[config.mk]
export PLATFORM = sky130hd
export DESIGN_NAME = alarm_enable_masks
export DESIGN_NICKNAME = d
export VERILOG_FILES = /design/src/design/alarm_mask_pkg.sv /design/src/design/alarm_enable_masks.sv
export SDC_FILE = /design/constraint.sdc
export NUM_CORES = 1
export LEC_CHECK = 0
export BUFFER_PORTS_ARGS = -buffer_cell sky130_fd_sc_hd__buf_2
export CAP_MARGIN = 20
export CORE_MARGIN = 2
export CORE_UTILIZATION = 42
export DETAILED_ROUTE_END_ITERATION = 7
export PLACE_DENSITY_LB_ADDON = 0.12
export SETUP_SLACK_MARGIN = 0.3
export SLEW_MARGIN = 20
export SYNTH_ARGS = -nofsm -noshare
export SYNTH_HDL_FRONTEND = slang
export SYNTH_SLANG_ARGS = --single-unit
export TNS_END_PERCENT = 100
[constraint.sdc]
create_clock -name SYS_CLK -period 1.1 [get_ports SYS_CLK]
set_input_delay 0.055 -clock SYS_CLK [delete_from_list [all_inputs] [get_ports SYS_CLK]]
set_output_delay 0.055 -clock SYS_CLK [all_outputs]
set_load 0.02 [all_outputs]
[src/design/alarm_mask_pkg.sv]
// alarm mask constants: table numbers, offsets, field positions, reset values
// assumes the memory-access engine presents byte offsets of the upper memory
package alarm_mask_pkg;

  // ------------------------------------------------------------
  // upper memory tables
  // ------------------------------------------------------------
  localparam logic [7:0] TABLE_PRIMARY = 8'h01;
  localparam logic [7:0] TABLE_ALTERNATE = 8'h05;

  // ------------------------------------------------------------
  // register offsets
  // ------------------------------------------------------------
  localparam logic [7:0] OFS_GROUP3_MASK = 8'hF8;
  localparam logic [7:0] OFS_GROUP3_RSVD = 8'hF9;
  localparam logic [7:0] OFS_GROUP1_MASK = 8'hFA;
  localparam logic [7:0] OFS_GROUP1_RSVD = 8'hFB;

  // ------------------------------------------------------------
  // reset values
  // ------------------------------------------------------------
  localparam logic [7:0] GROUP3_MASK_RESET = 8'h00;
  localparam logic [7:0] GROUP1_MASK_RESET = 8'h00;
  localparam logic [7:0] RESERVED_READ = 8'h00;

  // ------------------------------------------------------------
  // group-3 field positions
  // ------------------------------------------------------------
  localparam int G3_TEMPERATURE_HI = 7;
  localparam int G3_TEMPERATURE_LO = 6;
  localparam int G3_SUPPLY_HI = 5;
  localparam int G3_SUPPLY_LO = 4;
  localparam int G3_BIAS_HI = 3;
  localparam int G3_BIAS_LO = 2;
  localparam int G3_POWER_HI = 1;
  localparam int G3_POWER_LO = 0;

  // ------------------------------------------------------------
  // group-1 field positions and implemented bits
  // ------------------------------------------------------------
  localparam int G1_HIGH_BIAS = 3;
  localparam int G1_TX_POWER_HI = 1;
  localparam int G1_TX_POWER_LO = 0;
  localparam logic [7:0] GROUP1_USED = 8'h0B;

  // number of transmitter addresses
  localparam int NUM_TX = 2;

endpackage : alarm_mask_pkg

[src/design/alarm_enable_masks.sv]
// alarm enable masks for a dual-transmitter controller
// assumes a two-wire memory-access engine on SYS_CLK decoding table,
// offset and transmitter address, and monitor flags on the same clock
// outputs are registered, so flag and mask changes show one edge later
//
// Summary of operation
// - fault interrupt ORs enabled group-3 alarms
// - group-3 mask bits align with status
// - bits 7,6 enable temperature high/low
// - bits 5,4 enable supply high/low
// - bits 3,2 bias monitor per transmitter
// - bits 1,0 power monitor per transmitter
// - bits 7:4 shared, 3:0 per transmitter
// - group-1 mask separate per transmitter
// - laser fault when enabled group-1 alarm
// - group-1 mask bits align with status
// - group-1 bit 3 enables high-bias trip
// - group-1 bits 1,0 enable power trips
// - group-1 bits 7:4 and 2 ignored
// - mode bit picks table 1 or 5
// - read needs level two or granted one
// - write needs level two or read-write one
// - bytes after each mask are reserved
// - shadow-write block stops nonvolatile update
`timescale 1ns/1ps

module alarm_enable_masks
  import alarm_mask_pkg::*;
(
  input wire logic SYS_CLK,
  input wire logic NRST,
  input wire logic ACC_WR,
  input wire logic ACC_RD,
  input wire logic ACC_TX2,
  input wire logic [7:0] ACC_TABLE,
  input wire logic [7:0] ACC_OFFSET,
  input wire logic [7:0] ACC_WDATA,
  input wire logic FIRST_LEVEL_PASSWORD,
  input wire logic SECOND_LEVEL_PASSWORD,
  input wire logic TABLE_C_READWRITE_GRANT,
  input wire logic TABLE_C_READONLY_GRANT,
  input wire logic MASK_IN_TABLE5,
  input wire logic SHADOW_EEPROM_WRITE_BLOCK,
  input wire logic [7:0] ALARM_GROUP3_STATUS_ONE,
  input wire logic [7:0] ALARM_GROUP3_STATUS_TWO,
  input wire logic [7:0] ALARM_GROUP1_STATUS_ONE,
  input wire logic [7:0] ALARM_GROUP1_STATUS_TWO,
  output logic TRANSMITTER_FAULT_INTERRUPT,
  output logic [1:0] LASER_SHUTDOWN_FAULT_SIGNAL,
  output logic [7:0] ACC_RDATA,
  output logic ACC_RVALID,
  output logic ACC_HIT,
  output logic NV_WRITE,
  output logic NV_TX2,
  output logic [7:0] NV_OFFSET,
  output logic [7:0] NV_DATA
);

  // ------------------------------------------------------------
  // access decode
  // ------------------------------------------------------------
  logic [7:0] table_sel;
  logic in_table;
  logic at_g3;
  logic at_g1;
  logic at_rsvd;
  logic read_ok;
  logic write_ok;
  logic wr_g3;
  logic wr_g1;
  logic at_mask;
  logic at_block;
  logic acc_any;
  logic rd_hit;
  logic rd_grant;
  logic nv_req;
  logic [7:0] wr_byte;

  assign table_sel = MASK_IN_TABLE5 ? TABLE_ALTERNATE : TABLE_PRIMARY;
  assign in_table = (ACC_TABLE == table_sel);
  assign at_g3 = in_table && (ACC_OFFSET == OFS_GROUP3_MASK);
  assign at_g1 = in_table && (ACC_OFFSET == OFS_GROUP1_MASK);
  assign at_rsvd = in_table && ((ACC_OFFSET == OFS_GROUP3_RSVD) || (ACC_OFFSET == OFS_GROUP1_RSVD));

  assign read_ok = SECOND_LEVEL_PASSWORD
                   || (FIRST_LEVEL_PASSWORD && (TABLE_C_READWRITE_GRANT || TABLE_C_READONLY_GRANT));
  assign write_ok = SECOND_LEVEL_PASSWORD || (FIRST_LEVEL_PASSWORD && TABLE_C_READWRITE_GRANT);

  assign wr_g3 = ACC_WR && write_ok && at_g3;
  assign wr_g1 = ACC_WR && write_ok && at_g1;

  assign at_mask = at_g3 || at_g1;
  assign at_block = at_mask || at_rsvd;
  assign acc_any = ACC_RD || ACC_WR;
  assign rd_hit = ACC_RD && at_block;
  assign rd_grant = rd_hit && read_ok && at_mask;
  assign nv_req = (wr_g3 || wr_g1) && !SHADOW_EEPROM_WRITE_BLOCK;
  assign wr_byte = at_g1 ? (ACC_WDATA & GROUP1_USED) : ACC_WDATA;

  // ------------------------------------------------------------
  // shadow mask storage
  // ------------------------------------------------------------
  logic [7:4] g3_common_q;
  logic [3:0] g3_own_q [NUM_TX];
  logic [7:0] g1_q [NUM_TX];
  logic [NUM_TX-1:0] g3_any;

  always_ff @(posedge SYS_CLK or negedge NRST) begin
    if (!NRST) begin
      g3_common_q <= GROUP3_MASK_RESET[7:4];
    end else if (wr_g3) begin
      g3_common_q <= ACC_WDATA[7:4];
    end
  end

  // ------------------------------------------------------------
  // per-transmitter masks and faults
  // ------------------------------------------------------------
  genvar t;
  generate
    for (t = 0; t < NUM_TX; t++) begin : g_tx
      logic sel;
      logic [7:0] g3_view;
      logic [7:0] g3_flags;
      logic [7:0] g1_flags;
      logic g3_hit;
      logic g1_hit;
      logic fault_q;

      assign sel = (ACC_TX2 == (t == 1));

      always_ff @(posedge SYS_CLK or negedge NRST) begin
        if (!NRST) begin
          g3_own_q[t] <= GROUP3_MASK_RESET[3:0];
        end else if (wr_g3 && sel) begin
          g3_own_q[t] <= ACC_WDATA[3:0];
        end
      end

      always_ff @(posedge SYS_CLK or negedge NRST) begin
        if (!NRST) begin
          g1_q[t] <= GROUP1_MASK_RESET & GROUP1_USED;
        end else if (wr_g1 && sel) begin
          g1_q[t] <= ACC_WDATA & GROUP1_USED;
        end
      end

      // ----------------------------------------------------------
      // group-3 interrupt sources
      // ----------------------------------------------------------
      // mask bit aligns with flag
      assign g3_view = {g3_common_q, g3_own_q[t]};
      assign g3_flags = (t == 0) ? ALARM_GROUP3_STATUS_ONE : ALARM_GROUP3_STATUS_TWO;
      assign g1_flags = (t == 0) ? ALARM_GROUP1_STATUS_ONE : ALARM_GROUP1_STATUS_TWO;

      assign g3_hit = (g3_view[G3_TEMPERATURE_HI] && g3_flags[G3_TEMPERATURE_HI])
                      || (g3_view[G3_TEMPERATURE_LO] && g3_flags[G3_TEMPERATURE_LO])
                      || (g3_view[G3_SUPPLY_HI] && g3_flags[G3_SUPPLY_HI])
                      || (g3_view[G3_SUPPLY_LO] && g3_flags[G3_SUPPLY_LO])
                      || (g3_view[G3_BIAS_HI] && g3_flags[G3_BIAS_HI])
                      || (g3_view[G3_BIAS_LO] && g3_flags[G3_BIAS_LO])
                      || (g3_view[G3_POWER_HI] && g3_flags[G3_POWER_HI])
                      || (g3_view[G3_POWER_LO] && g3_flags[G3_POWER_LO]);
      assign g3_any[t] = g3_hit;

      // ----------------------------------------------------------
      // group-1 laser fault sources
      // ----------------------------------------------------------
      // high-bias and power trip sources
      assign g1_hit = (g1_q[t][G1_HIGH_BIAS] && g1_flags[G1_HIGH_BIAS])
                      || (g1_q[t][G1_TX_POWER_HI] && g1_flags[G1_TX_POWER_HI])
                      || (g1_q[t][G1_TX_POWER_LO] && g1_flags[G1_TX_POWER_LO]);

      always_ff @(posedge SYS_CLK or negedge NRST) begin
        if (!NRST) begin
          fault_q <= 1'b0;
        end else begin
          fault_q <= g1_hit;
        end
      end
      assign LASER_SHUTDOWN_FAULT_SIGNAL[t] = fault_q;
    end
  endgenerate

  // ------------------------------------------------------------
  // fault interrupt
  // ------------------------------------------------------------
  logic int_q;

  always_ff @(posedge SYS_CLK or negedge NRST) begin
    if (!NRST) begin
      int_q <= 1'b0;
    end else begin
      int_q <= |g3_any;
    end
  end
  assign TRANSMITTER_FAULT_INTERRUPT = int_q;

  // ------------------------------------------------------------
  // read path
  // ------------------------------------------------------------
  logic [7:0] rdata_q;
  logic rvalid_q;
  logic hit_q;
  logic [7:0] rsel_d;

  always_comb begin
    rsel_d = RESERVED_READ;
    if (at_g3) begin
      rsel_d = ACC_TX2 ? {g3_common_q, g3_own_q[1]} : {g3_common_q, g3_own_q[0]};
    end else if (at_g1) begin
      rsel_d = ACC_TX2 ? g1_q[1] : g1_q[0];
    end
  end

  always_ff @(posedge SYS_CLK or negedge NRST) begin
    if (!NRST) begin
      rvalid_q <= 1'b0;
    end else begin
      rvalid_q <= rd_hit;
    end
  end

  always_ff @(posedge SYS_CLK or negedge NRST) begin
    if (!NRST) begin
      hit_q <= 1'b0;
    end else begin
      hit_q <= acc_any && at_block;
    end
  end

  always_ff @(posedge SYS_CLK or negedge NRST) begin
    if (!NRST) begin
      rdata_q <= 8'h00;
    end else if (rd_grant) begin
      rdata_q <= rsel_d;
    end else if (rd_hit) begin
      rdata_q <= RESERVED_READ;
    end
  end
  assign ACC_RDATA = rdata_q;
  assign ACC_RVALID = rvalid_q;
  assign ACC_HIT = hit_q;

  // ------------------------------------------------------------
  // nonvolatile update
  // ------------------------------------------------------------
  logic nv_wr_q;
  logic nv_tx2_q;
  logic [7:0] nv_ofs_q;
  logic [7:0] nv_data_q;

  always_ff @(posedge SYS_CLK or negedge NRST) begin
    if (!NRST) begin
      nv_wr_q <= 1'b0;
    end else begin
      nv_wr_q <= nv_req;
    end
  end

  always_ff @(posedge SYS_CLK or negedge NRST) begin
    if (!NRST) begin
      nv_tx2_q <= 1'b0;
      nv_ofs_q <= 8'h00;
      nv_data_q <= 8'h00;
    end else if (nv_req) begin
      nv_tx2_q <= ACC_TX2;
      nv_ofs_q <= ACC_OFFSET;
      nv_data_q <= wr_byte;
    end
  end
  assign NV_WRITE = nv_wr_q;
  assign NV_TX2 = nv_tx2_q;
  assign NV_OFFSET = nv_ofs_q;
  assign NV_DATA = nv_data_q;

endmodule : alarm_enable_masks

==> results of run 1 <==
## cell families after synthesis
group | after synthesis
buf+inv | 12
mux | 32
simple gates | 43
flops | 49
compound gates | 26
xor+xnor | 1
## worst max-delay path, cell delays in order
cell     delay, ps
buf_6          100
nor4b_4        270
and4b_4        360
nand3_4        190
mux2_4         360
## stage by stage
stage	setup TNS (ps)	worst slack, ps	hold WS, ps	power [mW]
after floorplan	-6920	-335	-241	1.90
after global placement	-17820	-491	65.6	2.11
after detailed placement	-17950	-515	63.6	2.11
after CTS	-595	-51.6	-31.8	3.23
after global routing	-2370	-105	-4.53	3.36
final	-611	-41.8	-26.6	3.22
## cell usage in the layout, fill, tap and decap left out, types with 5 or more instances in the layout
master / instances
nor2b_1: 5
buf_2: 52
dlygate4sd3_1: 7
buf_6: 44
dfrtp_1: 49
o21ai_0: 7
buf_4: 40
a22o_1: 5
clkbuf_8: 5
nand3_4: 6
mux2_2: 26
## area by class of cell
cell class                      count  area [µm²]
Fill cell                         331        1370
Sequential cell                    49        1230
Timing Repair Buffer              146        1190
Multi-Input combinational cell    103        1100
Tap cell                           70        87.6
Clock buffer                        5        68.8
Clock inverter                      3        21.3
Inverter                            5        18.8
## registers in the layout (all words and copies together), names as in the netlist, 2 cells and up
name and flops:
ACC_RDATA 8, NV_DATA 8, NV_OFFSET 8, g3_own_q 8
g1_q 6, g3_common_q 4, g_tx.fault_q 2
## layer usage
layer  share of wire (%)  global-route usage (%)  up-vias
met5                   0                       0        -
li1                    -                       -      900
met1                  44                    28.3      921
met4                0.96                    5.09        0
met2                  49                    35.0       62
met3                 5.7                    4.98        6
## timing repair
action | CTS | global route
resized for setup | 94 | 14
setup endpoints to repair | 80 | 80
buffers inserted | 14 | 9
pin swaps | 11 | 4
cloned | 1 | 0
hold buffers | 6 | 1
hold endpoints to repair | 55 | 3
## final timing paths
kind	start	endpoint	slack, ps	cells after the start
worst min register to register	NV_OFFSET[6]	NV_OFFSET[6]	500	1
worst max register to register	g1_q[3]	ACC_RDATA[3]	-20	3
worst max-delay path	ACC_TABLE[3]	NV_DATA[6]	-40	5
min in group asynchronous	NRST	ACC_RVALID	230	3
max in group asynchronous	NRST	TRANSMITTER_FAULT_INTERRUPT	610	3
worst min-delay path	ALARM_GROUP1_STATUS_TWO[1]	g_tx[1].fault_q	-30	3
## power breakdown
group | internal, mW | switching, mW | leakage (nW)
combinational | 0.175 | 0.162 | 1.14
clock | 0.452 | 0.627 | 0.0445
sequential | 1.80 | 0.000222 | 0.685
==> impl_metrics.json, run 1 <==
{
  "drt-vias-per-instance": 4.96,
  "grt_pass1_vias": 1997,
  "grt_pass1_wl_um": 9690,
  "die_area_um2": 5820,
  "synth_xor_area_share_pct": 0.399,
  "synth-compound-area-share_pct": 8.32,
  "ir_worst_vdd_mv": 0.484,
  "yosys_register_bits": 49,
  "fin_ws_ps": -41.8,
  "clk_latency_ps": 310,
  "outcome": "complete, but fails checks",
  "synth_top_area_share_pct": 55.9,
  "syn_nets": 230,
  "routed-via-count": 1889,
  "wl_per_cell_um": 15.6,
  "cts.htree.levels": 2,
  "place_congestion": 0.761,
  "hpwl_um": 3810,
  "critPathKind": "primary input to flop",
  "critPathLaunchType": "primary input",
  "worstMarginPinSlew_ps": 476,
  "synth.area.mux_share_pct": 18.5,
  "ys.flop_type": "dfrtp_1",
  "synthCells": 163,
  "arrival_ps": 1330,
  "maxSlewHeadroom_pct": 68.1,
  "fin_cells": 381,
  "cp.required_ps": 1290,
  "maxCapViolCount": 0,
  "start_util_pct": 43.2,
  "clock_sinks": 49,
  "fin_crit_ps": 1140,
  "grt-ovfl-total": 0,
  "route.detailed.drc": 0,
  "antenna_found_initial": 0,
  "layout-drive-gt1-share_pct": 66.6,
  "drtAntennaViolNets": 0,
  "ys_seq_area_share_pct": 55.9,
  "dieWidth_um": 76.3,
  "synth-edff-count": 0,
  "synth_common_cells": "dfrtp_1, mux2_2, o21ai_0",
  "yosys.area_share.adder_pct": 0,
  "rsz0062_at_grt": "true",
  "cts_root_buf": "clkbuf_8",
  "period_share_pct": 104,
  "core_um2": 5070,
  "path_clk_slew_ps": 100,
  "syn_to_final_growth_pct": 68.9,
  "p_leak_nw": 1.87,
  "synth_area_leaders": "dfrtp_1, mux2_2, mux4_2",
  "grt_max_degree": 50,
  "slew_viol_final": 0,
  "gr-usage-all-layers_pct": 21.1,
  "drt_iter0_markers": 73,
  "syn-cell-area_um2": 2190,
  "synthSimpleGateAreaFrac_pct": 13.9,
  "port_buffers": 87,
  "critPathCaptureType": "flop",
  "fp.dieH_um": 76.3,
  "cp_max_fo": 7,
  "failed_checks": "hold timing, setup timing",
  "synthDistinctLibCells": 38,
  "max_freq_mhz": 876,
  "yosysTopAreaCell": "dfrtp_1",
  "num_io_pins": 98,
  "timing.hold.ws_ps": -26.6,
  "clock_skew_ps": 9.12,
  "synth_most_common_cell": "dfrtp_1",
  "setup_viol": 28,
  "routed_wl_um": 5950,
  "finalNetCount": 377,
  "hold_viol_final": 2,
  "fin_area_um2": 3710,
  "p_per_area_nw_per_um2": 868,
  "synth-async-reset-ratio_pct": 100,
  "yosysWarnings": 0,
  "cts_tree": "built",
  "dpl.cell_count": 342,
  "drt_pass1_iterations": 4,
  "postPlaceCellArea_um2": 2930,
  "hp-class": "primary input to flop",
  "clock_path_buffers": 2,
  "diodes": 0,
  "final_util_pct": 73.0,
  "synth_top_family_by_area": "multiplexers",
  "syn_avg_cell_area_um2": 13.5,
  "numCtsBuffers": 5,
  "placementRows": 26
}
Note: power is estimated with default switching activity, not from simulation.
==> run 2, diff against run 1 <==
--- a/config.mk
+++ b/config.mk
@@ -6,10 +6,10 @@
 export NUM_CORES = 1
 export LEC_CHECK = 0
 export BUFFER_PORTS_ARGS = -buffer_cell sky130_fd_sc_hd__buf_2
-export CAP_MARGIN = 20
 export CORE_MARGIN = 2
 export CORE_UTILIZATION = 42
 export DETAILED_ROUTE_END_ITERATION = 7
+export MAX_ROUTING_LAYER = met4
 export PLACE_DENSITY_LB_ADDON = 0.12
 export SETUP_SLACK_MARGIN = 0.3
 export SLEW_MARGIN = 20
==> run 2 against run 1 <==
  * The flow still finishes with violations (hold timing, setup timing)
  * Register-to-register slack barely moved
  * Final cell count stayed put
  * Non-clock buffer count stayed put
  * Total power is 0.12% higher
  * Final area is the same
  * Core utilization unchanged
  * Sequential power hardly changed
  * Worst hold slack hardly changed
  * Setup slack gained 0.56 ps
  * Combinational power about the same
  * Clock skew down 0.68 ps
  * Sequential share of layout area unchanged
  * Critical endpoint is now NV_TX2
  * Largest power group unchanged
==> impl_metrics.json, run 2 (synthesized netlist as in run 1, its figures left out) <==
{
  "p_per_area_nw_per_um2": 869,
  "drt-vias-per-instance": 4.98,
  "placementRows": 26,
  "failed_checks": "hold timing, setup timing",
  "routed-via-count": 1898,
  "route.detailed.drc": 0,
  "max_freq_mhz": 876,
  "max_stage_delay_ps": 360,
  "syn_to_final_growth_pct": 68.9,
  "fp.dieH_um": 76.3,
  "crit_chain": "buf_6 -> nor4b_4 -> and4b_4 -> buf_12 -> nand3_4 -> mux2_2",
  "period_share_pct": 104,
  "port_buffers": 87,
  "setup_viol": 26,
  "dieWidth_um": 76.3,
  "grt_pass1_wl_um": 9720,
  "core_um2": 5070,
  "critPathLaunchType": "primary input",
  "drt_iter0_markers": 74,
  "cts_root_buf": "clkbuf_8",
  "critPathCaptureType": "flop",
  "final_common_cell": "buf_2",
  "hold_viol_final": 2,
  "fill_cells": 331,
  "cts_tree": "built",
  "cts.htree.levels": 2,
  "maxSlewHeadroom_pct": 68.1,
  "routed_wl_um": 6000,
  "drtAntennaViolNets": 0,
  "hpwl_um": 3810,
  "ir_worst_vdd_mv": 0.485,
  "start_util_pct": 43.2,
  "power_mw": 3.22,
  "dpl.cell_count": 342,
  "die_area_um2": 5820,
  "diodes": 0,
  "timing.hold.ws_ps": -26.4,
  "slew_viol_final": 0,
  "clk_latency_ps": 310,
  "gr-usage-all-layers_pct": 21.8,
  "arrival_ps": 1340,
  "grt_pass1_vias": 1994,
  "outcome": "complete, but fails checks",
  "path_clk_slew_ps": 100,
  "clock_path_buffers": 2,
  "p_leak_nw": 1.87,
  "grt-ovfl-total": 0,
  "cp_max_fo": 7,
  "grt_max_degree": 50,
  "mostFrequentLayoutCells": "buf_2, dfrtp_1, buf_6",
  "fin_ws_ps": -41.2,
  "place_congestion": 0.771,
  "fin_crit_ps": 1140,
  "rsz0062_at_grt": "true",
  "wl_per_cell_um": 15.7,
  "drt_pass1_iterations": 4,
  "cpMaxStageDelayCell": "and4b_4",
  "fin_area_um2": 3710,
  "num_io_pins": 98,
  "postPlaceCellArea_um2": 2930,
  "antenna_found_initial": 0,
  "place_ws_ps": -515,
  "finalNetCount": 377,
  "worstMarginPinSlew_ps": 476,
  "fin_cells": 381,
  "tns_ps": -600,
  "clock_skew_ps": 8.44,
  "numCtsBuffers": 5,
  "maxCapViolCount": 0,
  "hp-class": "primary input to flop",
  "cp.required_ps": 1300,
  "layout-drive-gt1-share_pct": 66.6,
  "clock_sinks": 49,
  "critPathKind": "primary input to flop"
}
[run 2: final cells by class]
cell class | instances | area (µm²) | area share, %
tap | 70 | 87.6 | 2.36
sequential | 49 | 1230 | 33.1
clock buffer | 5 | 68.8 | 1.86
timing repair buffer | 146 | 1190 | 32.0
inverter | 5 | 18.8 | 0.506
clock inverter | 3 | 21.3 | 0.574
multi-input combinational | 103 | 1100 | 29.6
[run 2: repair_timing]
| item | in CTS | in global routing |
|---|---|---|
| hold endpoints to repair | 55 | 3 |
| pin swaps | 11 | 4 |
| buffers inserted | 14 | 9 |
| cloned | 1 | 0 |
| resized for setup | 94 | 14 |
| endpoints found under the setup margin | 80 | 80 |
| hold buffers | 6 | 1 |
[run 2: power breakdown]
part / leakage, nW / switching [mW] / internal, mW
clock network: 0.0445 / 0.630 / 0.452
registers: 0.685 / 0.000223 / 1.80
logic: 1.14 / 0.164 / 0.175
total: 1.87 / 0.794 / 2.43
[run 2: critical path, delay by kind of cell]
| family | cells | cell delay [ps] |
|---|---|---|
| AND/OR/NAND/NOR | 3 | 750 |
| buffers and inverters | 2 | 230 |
| multiplexers | 1 | 310 |
[run 2: routing by layer]
metal / global-route usage (%) / routed length, µm
met4: 5.09 / 57
met1: 28.5 / 2710
met2: 35.1 / 2920
met5: - / 0
met3: 4.74 / 314
[run 2: final timing paths]
check	start	to	slack, ps	depth (start not counted)
max	ACC_TABLE[3]	NV_TX2	-40	6
max reg2reg	g1_q[3]	ACC_RDATA[3]	-10	3
min reg2reg	NV_OFFSET[4]	NV_OFFSET[4]	500	1
max in group asynchronous	NRST	g3_common_q[5]	620	3
min in group asynchronous	NRST	ACC_RVALID	240	3
min	ALARM_GROUP1_STATUS_TWO[1]	g_tx[1].fault_q	-30	3
[run 2: metrics by stage]
| stage | utilization [%] | hold WS, ps |
|---|---|---|
| 5_1_grt | 73.0 | -4.53 |
| 4_1_cts | 70.2 | -31.8 |
| 3_5_place_dp | 57.6 | 63.6 |
| 3_3_place_gp | 57.6 | 65.6 |
| 6_report | 73.0 | -26.4 |
| 2_1_floorplan | - | -241 |
